`src/hw/fracn_pkg.sv`:
```
// Package for the fractional-N feedback loop control block.
// Assumes a 32-bit Avalon-MM slave with word-aligned registers.
package fracn_pkg;

  // Register byte offsets
  localparam logic [5:0] status_off = 6'h00;
  localparam logic [5:0] pump_ctrl_off = 6'h04;
  localparam logic [5:0] mod_ctrl_off = 6'h08;
  localparam logic [5:0] divide_off = 6'h0c;
  localparam logic [5:0] numer_off = 6'h10;
  localparam logic [5:0] seed_off = 6'h14;
  localparam logic [5:0] pump_out_off = 6'h18;

  // Pump control field positions
  localparam int cur_lsb = 0;
  localparam int inv_bit = 3;
  localparam int chi_bit = 4;
  localparam int clo_bit = 5;
  localparam int mid_bit = 6;
  localparam int rst_bit = 7;
  localparam int up_bit = 8;
  localparam int dn_bit = 9;
  localparam int wide_bit = 10;
  localparam int le_bit = 11;

  // Modulator control field positions
  localparam int integer_mode_select_bit = 0;
  localparam int dith_bit = 1;
  localparam int auto_bit = 2;
  localparam int mrst_bit = 3;

  // Reset values: dither enabled, auto reset enabled
  localparam logic [3:0] mod_ctrl_rst = 4'h6;
  localparam logic [11:0] pump_ctrl_rst = 12'h007;
  localparam logic [9:0] divide_rst = 10'h064;
  localparam logic [17:0] numer_rst = 18'h00001;
  localparam logic [17:0] seed_rst = 18'h00001;

  // Divider limits
  localparam logic [9:0] div_min_int = 10'h020;
  localparam logic [9:0] div_max_int = 10'h3ff;
  localparam logic [17:0] numer_max = 18'h3ffff;
  localparam int frac_bits = 18;

  // Pump current in units of 0.1 mA
  localparam logic [6:0] pump_tenth_ma [8] = '{7'h0a, 7'h0e, 7'h14, 7'h1c,
    7'h28, 7'h38, 7'h50, 7'h70};

  typedef struct packed {
    logic source_on;
    logic sink_on;
    logic detector_hold;
    logic delay_long;
    logic lin_on;
    logic bias_on;
    logic [6:0] mag;
  } pump_drive_type;

  typedef struct packed {
    logic up;
    logic down;
  } detector_type;

endpackage

```
`src/hw/fracn_mod.sv`:
```
// Error-feedback modulator with LFSR dither, one step per comparison edge.
// Assumes step is a one-cycle pulse at the comparison rate.
`timescale 1ns/1ns
module fracn_mod #(
  parameter int W = 18
) (
  input wire logic clock,
  input wire logic srst,
  input wire logic step,
  input wire logic standby,
  input wire logic init,
  input wire logic dither_enable,
  input wire logic [W-1:0] numer,
  input wire logic [W-1:0] seed,
  output logic carry
);

  logic [W-1:0] acc_reg;
  logic [W-1:0] lfsr_reg;
  logic [W:0] sum;
  logic [W-1:0] dith;

  // Dither is zero or one LSB of noise, raising the mean fraction by about half an LSB
  assign dith = (dither_enable && lfsr_reg[0]) ? W'(1) : '0;
  assign sum = {1'b0, acc_reg} + {1'b0, numer} + {1'b0, dith};

  always_ff @(posedge clock) begin
    if (srst) begin
      acc_reg <= '0;
      carry <= 1'b0;
    end else if (init) begin
      acc_reg <= '0;
      carry <= 1'b0;
    end else if (step && !standby) begin
      acc_reg <= sum[W-1:0];
      carry <= sum[W];
    end else if (standby) begin
      carry <= 1'b0;
    end
  end

  // Seed loads on init so the dither pattern repeats after each reset
  always_ff @(posedge clock) begin
    if (srst) begin
      lfsr_reg <= W'(1);
    end else if (init) begin
      lfsr_reg <= (seed == '0) ? W'(1) : seed;
    end else if (step && !standby) begin
      lfsr_reg <= {lfsr_reg[W-2:0], lfsr_reg[W-1] ^ lfsr_reg[10]};
    end
  end

endmodule

```
`src/hw/fracn_loop_control.sv`:
```
// Control logic for the feedback path of a fractional-N loop: pump control,
// clamp flags, feedback divider and its modulator, with an Avalon-MM slave.
// Assumes vco_tick pulses once per VCO cycle in the clock domain and
// ref_tick once per reference comparison cycle.
// Contract
// - Pump code 0..7 selects 1.0 to 11.2 mA magnitudes.
// - Phase invert swaps detector up and down senses.
// - High clamp over threshold sets flag and stops sourcing.
// - Low clamp under threshold sets flag and stops sinking.
// - Force bits drive constant source or sink current.
// - Pulse widen lengthens detector reset path delay.
// - Linearizer on only when enabled and not integer mode.
// - Integer mode divides by any ratio 32 through 1023.
// - Modulator steps once per comparison, mean ratio hits target.
// - Numerator is 18-bit, fraction over 262144.
// - Integer mode holds modulator in powered standby.
// - Dither enable adds pseudorandom dither, resets enabled.
// - Modulator reset bit reinitialises arithmetic then self clears.
// - Auto reset fires modulator reset on divider/numer/seed writes.
// - Programmable seed initialises dither sequence.
// - Detector reset suppresses all up and down pulses.
//
// Our own choices: the Avalon-MM register port and the register addresses.
`timescale 1ns/1ns
module fracn_loop_control #(
  parameter int ratio_bits = 10,
  parameter int frac_width = 18
) (
  input wire logic clock,
  input wire logic srst,
  input wire logic [5:0] avs_address,
  input wire logic avs_read,
  input wire logic avs_write,
  input wire logic [31:0] avs_writedata,
  input wire logic [3:0] avs_byteenable,
  output logic [31:0] avs_readdata,
  output logic avs_waitrequest,
  input wire logic vco_tick,
  input wire logic ref_tick,
  input wire logic over_high,
  input wire logic under_low,
  output logic div_out,
  output logic detector_up,
  output logic detector_down,
  output fracn_pkg::pump_drive_type pump_drive,
  output logic high_clamp_flag,
  output logic low_clamp_flag
);

  logic [2:0] pump_current_sel;
  logic detector_phase_invert;
  logic high_clamp_enable;
  logic low_clamp_enable;
  logic mid_supply_bias_enable;
  logic detector_reset;
  logic force_source_current;
  logic force_sink_current;
  logic pulse_widen;
  logic linearizer_enable;
  logic integer_mode_select;
  logic dither_enable;
  logic auto_modulator_reset;
  logic modulator_reset;
  logic [11:0] pump_ctrl_reg;
  logic [3:0] mod_ctrl_reg;
  logic [ratio_bits-1:0] feedback_divide_ratio;
  logic [frac_width-1:0] numer_reg;
  logic [frac_width-1:0] seed_reg;
  logic [ratio_bits-1:0] count_reg;
  logic [ratio_bits-1:0] active_ratio_reg;
  logic ref_seen_reg;
  logic step;
  logic carry;
  logic wr_hit;
  logic rd_pend_reg;
  logic [31:0] wmask;
  logic [31:0] rd_next;
  fracn_pkg::detector_type raw_det;

  assign pump_current_sel = pump_ctrl_reg[fracn_pkg::cur_lsb +: 3];
  assign detector_phase_invert = pump_ctrl_reg[fracn_pkg::inv_bit];
  assign high_clamp_enable = pump_ctrl_reg[fracn_pkg::chi_bit];
  assign low_clamp_enable = pump_ctrl_reg[fracn_pkg::clo_bit];
  assign mid_supply_bias_enable = pump_ctrl_reg[fracn_pkg::mid_bit];
  assign detector_reset = pump_ctrl_reg[fracn_pkg::rst_bit];
  assign force_source_current = pump_ctrl_reg[fracn_pkg::up_bit];
  assign force_sink_current = pump_ctrl_reg[fracn_pkg::dn_bit];
  assign pulse_widen = pump_ctrl_reg[fracn_pkg::wide_bit];
  assign linearizer_enable = pump_ctrl_reg[fracn_pkg::le_bit];
  assign integer_mode_select = mod_ctrl_reg[fracn_pkg::integer_mode_select_bit];
  assign dither_enable = mod_ctrl_reg[fracn_pkg::dith_bit];
  assign auto_modulator_reset = mod_ctrl_reg[fracn_pkg::auto_bit];
  assign modulator_reset = mod_ctrl_reg[fracn_pkg::mrst_bit];

  always_comb begin
    for (int i = 0; i < 4; i++) begin
      wmask[8*i +: 8] = {8{avs_byteenable[i]}};
    end
  end

  // Writes complete in one cycle; reads take one extra wait cycle
  assign wr_hit = avs_write;
  assign avs_waitrequest = avs_read && !rd_pend_reg;

  always_ff @(posedge clock) begin
    if (srst) begin
      rd_pend_reg <= 1'b0;
    end else begin
      rd_pend_reg <= avs_read && !rd_pend_reg;
    end
  end

  always_ff @(posedge clock) begin
    if (srst) begin
      pump_ctrl_reg <= fracn_pkg::pump_ctrl_rst;
    end else if (wr_hit && avs_address == fracn_pkg::pump_ctrl_off) begin
      pump_ctrl_reg <= (pump_ctrl_reg & ~wmask[11:0])
        | (avs_writedata[11:0] & wmask[11:0]);
    end
  end

  always_ff @(posedge clock) begin
    if (srst) begin
      mod_ctrl_reg <= fracn_pkg::mod_ctrl_rst;
    end else begin
      if (wr_hit && avs_address == fracn_pkg::mod_ctrl_off
          && avs_byteenable[0]) begin
        mod_ctrl_reg <= avs_writedata[3:0];
      end else begin
        mod_ctrl_reg[fracn_pkg::mrst_bit] <= 1'b0;
      end
      if (wr_hit && auto_modulator_reset
          && (avs_address == fracn_pkg::divide_off
          || avs_address == fracn_pkg::numer_off
          || avs_address == fracn_pkg::seed_off)) begin
        mod_ctrl_reg[fracn_pkg::mrst_bit] <= 1'b1;
      end
    end
  end

  always_ff @(posedge clock) begin
    if (srst) begin
      feedback_divide_ratio <= ratio_bits'(fracn_pkg::divide_rst);
    end else if (wr_hit && avs_address == fracn_pkg::divide_off) begin
      feedback_divide_ratio <= (feedback_divide_ratio
        & ~wmask[ratio_bits-1:0])
        | (avs_writedata[ratio_bits-1:0] & wmask[ratio_bits-1:0]);
    end
  end

  always_ff @(posedge clock) begin
    if (srst) begin
      numer_reg <= frac_width'(fracn_pkg::numer_rst);
      seed_reg <= frac_width'(fracn_pkg::seed_rst);
    end else if (wr_hit) begin
      if (avs_address == fracn_pkg::numer_off) begin
        numer_reg <= (numer_reg & ~wmask[frac_width-1:0])
          | (avs_writedata[frac_width-1:0] & wmask[frac_width-1:0]);
      end
      if (avs_address == fracn_pkg::seed_off) begin
        seed_reg <= (seed_reg & ~wmask[frac_width-1:0])
          | (avs_writedata[frac_width-1:0] & wmask[frac_width-1:0]);
      end
    end
  end

  always_comb begin
    rd_next = 32'h00000000;
    unique case (avs_address)
      fracn_pkg::status_off: rd_next = {30'h0, high_clamp_flag,
        low_clamp_flag};
      fracn_pkg::pump_ctrl_off: rd_next = {20'h0, pump_ctrl_reg};
      fracn_pkg::mod_ctrl_off: rd_next = {28'h0, mod_ctrl_reg};
      fracn_pkg::divide_off: rd_next = 32'(feedback_divide_ratio);
      fracn_pkg::numer_off: rd_next = 32'(numer_reg);
      fracn_pkg::seed_off: rd_next = 32'(seed_reg);
      fracn_pkg::pump_out_off: rd_next = 32'(pump_drive);
      default: rd_next = 32'h00000000;
    endcase
  end

  always_ff @(posedge clock) begin
    if (srst) begin
      avs_readdata <= 32'h00000000;
    end else if (avs_read && !rd_pend_reg) begin
      avs_readdata <= rd_next;
    end
  end

  // Comparison step from the reference edge
  // one step per comparison
  always_ff @(posedge clock) begin
    if (srst) begin
      ref_seen_reg <= 1'b0;
    end else begin
      ref_seen_reg <= ref_tick;
    end
  end
  assign step = ref_tick && !ref_seen_reg;

  fracn_mod #(
    .W(frac_width)
  ) u_mod (
    .clock(clock),
    .srst(srst),
    .step(step),
    .standby(integer_mode_select),
    .init(modulator_reset),
    .dither_enable(dither_enable),
    .numer(numer_reg),
    .seed(seed_reg),
    .carry(carry)
  );

  always_ff @(posedge clock) begin
    if (srst) begin
      count_reg <= '0;
      active_ratio_reg <= ratio_bits'(fracn_pkg::divide_rst);
      div_out <= 1'b0;
    end else if (vco_tick) begin
      if (count_reg <= ratio_bits'(1)) begin
        active_ratio_reg <= feedback_divide_ratio
          + ratio_bits'(carry && !integer_mode_select);
        count_reg <= feedback_divide_ratio
          + ratio_bits'(carry && !integer_mode_select);
        div_out <= 1'b1;
      end else begin
        count_reg <= count_reg - ratio_bits'(1);
        div_out <= 1'b0;
      end
    end else begin
      div_out <= 1'b0;
    end
  end

  always_comb begin
    raw_det.up = step;
    raw_det.down = div_out;
    if (detector_phase_invert) begin
      raw_det.up = div_out;
      raw_det.down = step;
    end
  end

  always_ff @(posedge clock) begin
    if (srst || detector_reset) begin
      detector_up <= 1'b0;
      detector_down <= 1'b0;
    end else begin
      detector_up <= raw_det.up;
      detector_down <= raw_det.down;
    end
  end

  always_ff @(posedge clock) begin
    if (srst) begin
      high_clamp_flag <= 1'b0;
      low_clamp_flag <= 1'b0;
    end else begin
      high_clamp_flag <= high_clamp_enable && over_high;
      low_clamp_flag <= low_clamp_enable && under_low;
    end
  end

  always_ff @(posedge clock) begin
    if (srst) begin
      pump_drive <= '0;
    end else begin
      pump_drive.mag <= fracn_pkg::pump_tenth_ma[pump_current_sel];
      pump_drive.source_on <= (force_source_current
        || (raw_det.up && !detector_reset))
        && !(high_clamp_enable && over_high);
      pump_drive.sink_on <= (force_sink_current
        || (raw_det.down && !detector_reset))
        && !(low_clamp_enable && under_low);
      pump_drive.detector_hold <= detector_reset;
      pump_drive.delay_long <= pulse_widen;
      pump_drive.lin_on <= linearizer_enable && !integer_mode_select;
      pump_drive.bias_on <= mid_supply_bias_enable;
    end
  end

  // Reset blocks detector pulses but never the forced currents, so a
  // pre-charge with reset plus a force bit still moves the loop

  property p_det_quiet;
    @(posedge clock) disable iff (srst)
      $past(detector_reset) |-> !detector_up && !detector_down;
  endproperty
  a_det_quiet: assert property (p_det_quiet)
    else $error("detector pulse while held in reset");

  property p_high_flag;
    @(posedge clock) disable iff (srst)
      high_clamp_enable && over_high |=> high_clamp_flag
        && !pump_drive.source_on;
  endproperty
  a_high_flag: assert property (p_high_flag)
    else $error("high clamp did not flag or stop source");

  property p_low_flag;
    @(posedge clock) disable iff (srst)
      low_clamp_enable && under_low |=> low_clamp_flag
        && !pump_drive.sink_on;
  endproperty
  a_low_flag: assert property (p_low_flag)
    else $error("low clamp did not flag or stop sink");

  property p_lin;
    @(posedge clock) disable iff (srst)
      ##1 pump_drive.lin_on |-> $past(linearizer_enable)
        && !$past(integer_mode_select);
  endproperty
  a_lin: assert property (p_lin)
    else $error("linearizer on without enable or in integer mode");

  property p_mrst_clear;
    @(posedge clock) disable iff (srst)
      modulator_reset && !avs_write |=> !modulator_reset;
  endproperty
  a_mrst_clear: assert property (p_mrst_clear)
    else $error("modulator reset did not clear itself");

  property p_auto;
    @(posedge clock) disable iff (srst)
      avs_write && auto_modulator_reset
        && avs_address == fracn_pkg::numer_off |=> modulator_reset;
  endproperty
  a_auto: assert property (p_auto)
    else $error("numerator write did not trigger modulator reset");

  property p_mag;
    @(posedge clock) disable iff (srst)
      pump_current_sel == 3'h7 ##1 pump_current_sel == 3'h7
        |-> pump_drive.mag == 7'h70;
  endproperty
  a_mag: assert property (p_mag)
    else $error("code 7 did not give 11.2 mA");

  property p_force;
    @(posedge clock) disable iff (srst)
      force_source_current && !(high_clamp_enable && over_high)
        |=> pump_drive.source_on;
  endproperty
  a_force: assert property (p_force)
    else $error("forced source current missing");

endmodule

```
`config.mk`:
```
export PLATFORM = sky130hd
export DESIGN_NAME = fracn_loop_control
export DESIGN_NICKNAME = d
export VERILOG_FILES = /design/src/hw/fracn_pkg.sv /design/src/hw/fracn_mod.sv /design/src/hw/fracn_loop_control.sv
export SDC_FILE = /design/constraint.sdc
export NUM_CORES = 1
export LEC_CHECK = 0
export ABC_AREA = 1
export BUFFER_PORTS_ARGS = -buffer_cell sky130_fd_sc_hd__buf_2
export CAP_MARGIN = 20
export CORE_MARGIN = 3
export CORE_UTILIZATION = 29
export CTS_CLUSTER_SIZE = 10
export DETAILED_ROUTE_END_ITERATION = 8
export SLEW_MARGIN = 30
export SYNTH_ARGS = -nofsm -noshare
export SYNTH_HDL_FRONTEND = slang
export SYNTH_SLANG_ARGS = --single-unit
```
`constraint.sdc`:
```
create_clock -name clock -period 4.5 [get_ports clock]
set_input_delay 0.45 -clock clock [delete_from_list [all_inputs] [get_ports clock]]
set_output_delay 0.45 -clock clock [all_outputs]
set_load 0.01 [all_outputs]
```
==> results.md, run 1 <==
- CP arrival: 2550 ps
- Port-buffer cells: 70
- Die Y: 166.9 µm
- Largest delay share family, worst path: simple AND/OR/NAND/NOR gates
- Resized Gates After CTS: 0
- Most frequent cells in the layout: nand2_1, dfxtp_1, nor2_1
- Largest family of logic cells by synthesized area: simple AND/OR/NAND/NOR gates
- Initial DRC Count: 600
- Reg power frac: 42.2%
- Fin nets: 1215
- Multi-input gate area: 3879 µm²
- Crit-path max FO: 3
- First-pass GRT wire length: 35010 µm
- Core area: 25330 µm²
- Comb pwr share: between 10% and 20%
- Synth top area cells: dfxtp_1, nand2_1, nor2_1, inv_1, nand3_1
- Pins Over Slew Limit: 0
- Yosys warnings: 0
- Placed Cells incl. Taps: 1453
- Commonest non-fill, non-tap cell in the layout: nand2_1
- Hold violation count in the final report: 0
- Post-Synth XOR/XNOR Area: 1.400%
- Tmin final: 2221 ps
- Vias in the first global route: around 6600
- Buffers inserted by post-CTS timing repair: 0
- Via-to-Cell Ratio: ~4.8
- Worst path slowest cell: fa_1
- Critical path required time: a little under 5000 ps
- CTS max path bufs: 2
- Adder-cell share of the synthesized area: 4.035%
- Distinct cells, synth: 43
- Worst-path clk slew: 60 ps
- Max Cap Violations: 0
- Antenna-violating nets left: 0
- Hold Startpoint: ref_tick
- Status: complete, no violations
- Part of the power in the clock network: 42.4%
- CP Capture Type: register
- Fill cell count: 2702
- Ys async rst share: 0%
- EDFF count, synth: 0
- GRT Residual Overflow: 0
- # DRC: 0
- Seq cells post-synth: 146
- GPL Wtd Cong: 0.8460
- Fin util: 34.23%
- # IOs: about 100
- Worst Setup SP: mod_ctrl_reg[1]$_SDFFE_PP1P_
- Total CTS buffers: 17
- Largest net degree at the start of global routing: 72
- Share of cells above drive strength 1: roughly 12%
- Fin Hold WS: 257.3 ps
- Worst vdd ir: 246.6 µV
- Net switching fraction of the power: 29.27%
- Post-synthesis sequential area ratio: 38.95%
- Row cnt: 58
- Full die area: 27840 µm²
- Most frequent cell on the critical path: nand3_1
- Internal: 0.002361 W
- Setup tns final: 0 ps
- Register Area: 2923 µm²
- Yosys top cell by area: dfxtp_1
- Net Switching: 0.0009774 W
- Max-slew headroom: 49.67%
- CP Class: reg2reg
- Slew @ Worst Pin: 750.8 ps
- Post-Synthesis Cell Area: 7505 µm²
- Post-synth top flop: dfxtp_1
- RSZ-0062 raised after global routing: no
- Die Width: about 170 µm
- CP peak stage delay: ~400 ps
- Latest clock arrival within the worst-skew pair: 430 ps
- Finished Layout Cells: 1485
- Buf+Inv Stages, Crit Path: 2
- DR vias: 7176
- Post-DP HPWL: between 15000 and 20000 µm
- Post-synthesis mux area share: 0%
- Crit path cell chain: nand2_1 -> fa_1 -> inv_1 -> fa_1 -> nand3_1 -> nand3_1 -> nand2_1 -> nand2_1 -> nand3_1 -> nand3_1 -> nand3_1 -> nand2_1 -> inv_1
- Reg2Reg Launch Point: mod_ctrl_reg[1]$_SDFFE_PP1P_
- Area Overhead vs Synth: 15.52%
- Top cell type's share of synthesized area: 38.95%
- Final period util: about half
- Post-synthesis cell count: ~1100
- Synth Area in Simple Gates: 27.81%
- H-tree depth: 4
- DR WL/cell: 14.76 µm
- Fmax: around 0.45 GHz
- Ant diodes: 0
- Min-delay worst type: in2reg
- Mean post-synth cell area: between 6 and 7 µm²
- Cell area power density: roughly 390 nW/µm²
- CTS Sinks: about 150
- # setup viols final: 0
- Antenna violations before repair: 1
- DR pass1 iterations: 5
- Total GRT Usage: 15.51%
- Root Driver: clkbuf_16
- P_leak: 3.873 nW
- Hold buffer count at CTS: 0
- Post-synthesis compound-gate area fraction: ~18%
- Startpoint types: register
- Post-Route WL: 21920 µm
- CTS tree: yes
- Initial Util: 29.63%
- Clock Skew: 8.839 ps
cell usage after synthesis, drive strengths merged, types with 2 or more instances:
cell,instances
dfxtp,146
nand3,80
nor4,3
inv,119
o21bai,5
o211ai,14
o21a,10
ha,21
a31oi,10
nand2,244
xnor2,5
nor3,25
o31ai,2
a211oi,3
xor2,7
a2111oi,7
clkbuf,21
clkinv,3
a21oi,79
fa,2
buf,31
nor2,133
nand4,5
o21ai,103
stage by stage:
stage / power [W] / setup WS, ps / instance area (µm²)
finish: 0.003339 / 2279 / 8670
global route: 0.003490 / 2078 / 8670
CTS: 0.003355 / 2272 / 8667
detailed placement: 0.001944 / 2105 / 8083
global placement: 0.001937 / 1777 / 8082
floorplan: 0.001827 / 2634 / 7557
power by group through the flow:
stage          registers (W)  clock network [W]  logic (W)
2_1_floorplan        0.00143                  0   0.000400
3_3_place_gp         0.00144                  0   0.000502
3_5_place_dp         0.00144                  0   0.000507
4_1_cts              0.00141            0.00144   0.000510
5_1_grt              0.00142            0.00149   0.000581
6_report             0.00141            0.00142   0.000513
worst reg2reg max path, delay by kind of cell, from the launching register on:
kind / cells / cell delay (ps)
adder cells (fa/ha/maj): 2 / 660
buffers and inverters: 2 / 180
flip-flops: 1 / 380
AND/OR/NAND/NOR: 9 / 910
cell families (layout without fill, tap and decap cells):
logic type,Yosys count,count (layout)
buffers and inverters,174,232
and+or+nand+nor,492,492
DFF,146,146
xor gates and xnor gates,12,12
AOI/OAI and AO/OA,235,235
adders and majority gates,23,23
other,1,15
cell type report:
class	instances	area share [%]
multi-input cells	777	44.74
flip-flops and latches	146	33.71
inverters	122	5.311
clock buffers	18	4.950
well taps	330	4.763
repair buffers	78	4.734
clock inverters	14	1.790
layer usage:
| metal | part of all wire (%) | track usage [%] | up-vias |
|---|---|---|---|
| met2 | 46 | 25.76 | 199 |
| met3 | 6.4 | 3.442 | 28 |
| met5 | 0.078 | 0 | - |
| li1 | - | - | 3645 |
| met1 | 46 | 20.36 | 3302 |
| met4 | 1.5 | 4.268 | 2 |
path summary, 6_finish.rpt:
check | endpoint | slack (ps) | cells after the start
worst max-delay path | u_mod.acc_reg[14]$_SDFFE_PP0P_ | 2280 | 13
worst min register to register | pump_drive[7]$_SDFF_PP0_ | 450 | 2
worst max register to register | u_mod.acc_reg[14]$_SDFFE_PP0P_ | 2280 | 13
worst min-delay path | ref_seen_reg$_SDFF_PP0_ | 260 | 3
No activity file was read; power rests on OpenSTA's default activity.
==> run 2, diff against run 1 <==
==> constraint.sdc (replaced) <==
create_clock -name clock -period 2.03 [get_ports clock]
set_input_delay 0.203 -clock clock [delete_from_list [all_inputs] [get_ports clock]]
set_output_delay 0.203 -clock clock [all_outputs]
set_load 0.01 [all_outputs]
==> run 2 against run 1 <==
  * Core utilization up 0.69 points
  * Critical endpoint is now u_mod.lfsr_reg[0]$_SDFFE_PP1P_
  * First-iteration DRC count down 7.3%
  * Non-clock buffer count up 17
  * Critical path depth down 4
  * Count of clock-buffer cells in the layout up 1
  * Highest routed layer unchanged
  * Register-to-register slack worse by 2100 ps
  * Via count up 0.49%
  * Largest power group is now sequential cells
==> results.md, run 2 (synthesis results as in run 1) <==
- Status: complete, no violations (unchanged)
- DR vias: 7211 (was 7176)
- Fin nets: 1232 (was 1215)
- Max Cap Violations: 0 (unchanged)
- Pins Over Slew Limit: 0 (unchanged)
- Commonest non-fill, non-tap cell in the layout: nand2_1 (unchanged)
- Register-to-Register Path Depth: 13 (unchanged)
- Reg2Reg Launch Point: mod_ctrl_reg[1]$_SDFFE_PP1P_ (unchanged)
- Post-DP HPWL: 16440 µm (was 15970 µm)
- Final period util: 92.77%
- Vias in the first global route: 6669 (was 6551)
- CP Capture Type: register (unchanged)
- Core area: 25330 µm² (unchanged)
- Antenna violations before repair: 1 (unchanged)
- Fin util: 34.92% (was 34.23%)
- Crit-path max FO: 14 (was 3)
- Area Overhead vs Synth: 17.84% (was 15.52%)
- Startpoint types: input pin (was register)
- Net Switching: 0.002180 W (was 0.0009774 W)
- CP arrival: 2160 ps (was 2550 ps)
- Cell area power density: 839.1 nW/µm² (was 385.1 nW/µm²)
- Part of the power in the clock network: 41.5% (was 42.4%)
- Min-Delay Path Depth: 3 (unchanged)
- Port-buffer cells: 70 (unchanged)
- R2R Setup Slk: 200 ps (was 2280 ps)
- Area post-placement: 8207 µm² (was 8083 µm²)
- Root Driver: clkbuf_16 (unchanged)
- Slew @ Worst Pin: 520.5 ps (was 750.8 ps)
- Worst vdd ir: 652.2 µV (was 246.6 µV)
- Via-to-Cell Ratio: 4.801 (was 4.832)
- Clock Skew: 10.63 ps (was 8.839 ps)
- Row cnt: 58 (unchanged)
- Max-slew headroom: 65.09% (was 49.67%)
- Tmin final: ~1900 ps
- Worst path slowest cell: dlygate4sd3_1 (was fa_1)
- DR WL/cell: 14.89 µm (was 14.76 µm)
- Most frequent cells in the layout: nand2_1, dfxtp_1, nor2_1 (unchanged)
- Crit path cell chain: dlygate4sd3_1 -> buf_2 -> inv_1 -> nor2_2 -> nand2_2 -> nand2_2 -> inv_1 -> a211oi_1 -> o21ai_0 (was nand2_1 -> fa_1 -> inv_1 -> fa_1 -> nand3_1 -> nand3_1 -> nand2_1 -> nand2_1 -> nand3_1 -> nand3_1 -> nand3_1 -> nand2_1 -> inv_1)
- Initial DRC Count: 556 (was 600)
- Internal: 0.005241 W (was 0.002361 W)
- DR pass1 iterations: 5 (unchanged)
- Largest net degree at the start of global routing: 50 (was 72)
- CTS Sinks: 146 (unchanged)
- Ant diodes: 0 (unchanged)
- Net switching fraction of the power: 29.38% (was 29.27%)
- Comb pwr share: 16.4% (was 15.4%)
- Fmax: about 0.53 GHz
- Post-Route WL: 22360 µm (was 21920 µm)
- Pre-CTS setup slack: 61.47 ps (was 2105 ps)
- # DRC: 0 (unchanged)
- Post-layout instance area: 8843 µm² (was 8670 µm²)
- Critical path required time: 2310 ps (was 4830 ps)
- Min-delay worst type: in2reg (unchanged)
- Detail Route met3 WL: 1271 µm (was 1394 µm)
- CTS max path bufs: 2 (unchanged)
- GPL Wtd Cong: 0.8595 (was 0.8460)
- H-tree depth: 4 (unchanged)
- Die Y: 166.9 µm (unchanged)
- Final setup margin: 146.8 ps (was 2279 ps)
- Max Used Layer: met5 (unchanged)
- CP Class: in2reg (was reg2reg)
- CP peak stage delay: 520 ps (was 400 ps)
- # IOs: 101 (unchanged)
- First-pass GRT wire length: 35830 µm (was 35010 µm)
- Routed met2 length: 10060 µm (was 10150 µm)
- Hold violation count in the final report: 0 (unchanged)
- Worst-path clk slew: 60 ps (about the same)
- Full die area: 27840 µm² (unchanged)
- Antenna-violating nets left: 0 (unchanged)
- Reg power frac: 42.1% (was 42.2%)
- Total GRT Usage: 15.91% (was 15.51%)
- Register Area: 2925 µm² (was 2923 µm²)
- Die Width: 166.9 µm (unchanged)
- Initial Util: 29.63% (unchanged)
- WL met1: 10570 µm (was 10030 µm)
- # setup viols final: 0 (unchanged)
- P_leak: 3.950 nW (was 3.873 nW)
- Latest clock arrival within the worst-skew pair: 420 ps (was 430 ps)
- Multi-input gate area: 3914 µm² (was 3879 µm²)
- CTS tree: yes (unchanged)
- Fill cell count: 2703 (was 2702)
- GRT Residual Overflow: 0 (unchanged)
- Total CTS buffers: 17 (unchanged)
- Share of cells above drive strength 1: 14.51% (was 12.21%)
- Hold Startpoint: avs_writedata[13] (was ref_tick)
- Worst r2r dst: u_mod.acc_reg[10]$_SDFFE_PP0P_ (was u_mod.acc_reg[14]$_SDFFE_PP0P_)
-- run 2: cell types whose count changed in the layout (fill, tap and decap cells not counted), sizes merged --
cell,change
clkinv,-3
bufinv,-1
clkbuf,+1
buf,+16
clkinvlp,+2
dlygate4sd3,+1
inv,+1
-- run 2: routing by layer --
| metal | global-route usage [%] | vias to the layer above |
|---|---|---|
| li1 | - | 3682 |
| met1 | 21.78 | 3302 |
| met2 | 25.23 | 189 |
| met3 | 3.204 | 36 |
| met4 | 5.057 | 2 |
| met5 | 0 | - |
-- run 2: area by class of cell --
cell class                      count  area share [%]
Sequential cell                   146           33.08
Clock inverter                     13           1.429
Inverter                          122           5.192
Tap cell                          330           4.669
Clock buffer                       19           5.122
Timing Repair Buffer               95           6.254
Multi-Input combinational cell    777           44.26
-- run 2: worst max-delay path, delay by kind of cell --
kind | cells | cell delay, ps
AND/OR/NAND/NOR | 3 | 700
buffers and inverters | 4 | 860
AO/OA/AOI/OAI | 2 | 400
-- run 2: stage by stage --
stage          cells  power [W]  hold slack [ps]  setup TNS [ps]
6_report        1502   0.007421            14.15               0
5_1_grt         1502   0.007785            11.48          -35.27
3_5_place_dp    1468   0.004382            436.4               0
3_3_place_gp    1468   0.004378            426.6               0
4_1_cts         1501   0.007458            8.242               0
2_1_floorplan   1097   0.004050            316.2               0
-- run 2: worst max-delay path by stage --
| stage | from | end | slack (ps) | cells after the start |
|---|---|---|---|---|
| after detailed placement | mod_ctrl_reg[1]$_SDFFE_PP1P_ | u_mod.acc_reg[16]$_SDFFE_PP0P_ | 60 | 13 |
| after global routing | u_mod.lfsr_reg[0]$_SDFFE_PP1P_ | u_mod.acc_reg[16]$_SDFFE_PP0P_ | -40 | 13 |
| after global placement | register | u_mod.acc_reg[16]$_SDFFE_PP0P_ | 80 | 13 |
| final | ref_tick | u_mod.lfsr_reg[0]$_SDFFE_PP1P_ | 150 | 9 |
| after CTS | mod_ctrl_reg[1]$_SDFFE_PP1P_ | u_mod.acc_reg[16]$_SDFFE_PP0P_ | 50 | 13 |
| after floorplan | register | u_mod.acc_reg[16]$_SDFFE_PP0P_ | 160 | 13 |
-- run 2: power groups by stage --
stage	Clock (W)	Combinational [W]	Sequential [W]
floorplan	0	0.000886	0.00316
global placement	0	0.00120	0.00318
detailed placement	0	0.00120	0.00319
CTS	0.00313	0.00121	0.00312
global route	0.00326	0.00138	0.00315
finish	0.00308	0.00122	0.00313
-- run 2: timing repair --
item                       in CTS  in global routing
resized for setup               0                 15
setup buffers                   0                  1
setup endpoints to repair       0                 10
hold endpoints to repair        1                  0
hold buffers                    1                  0
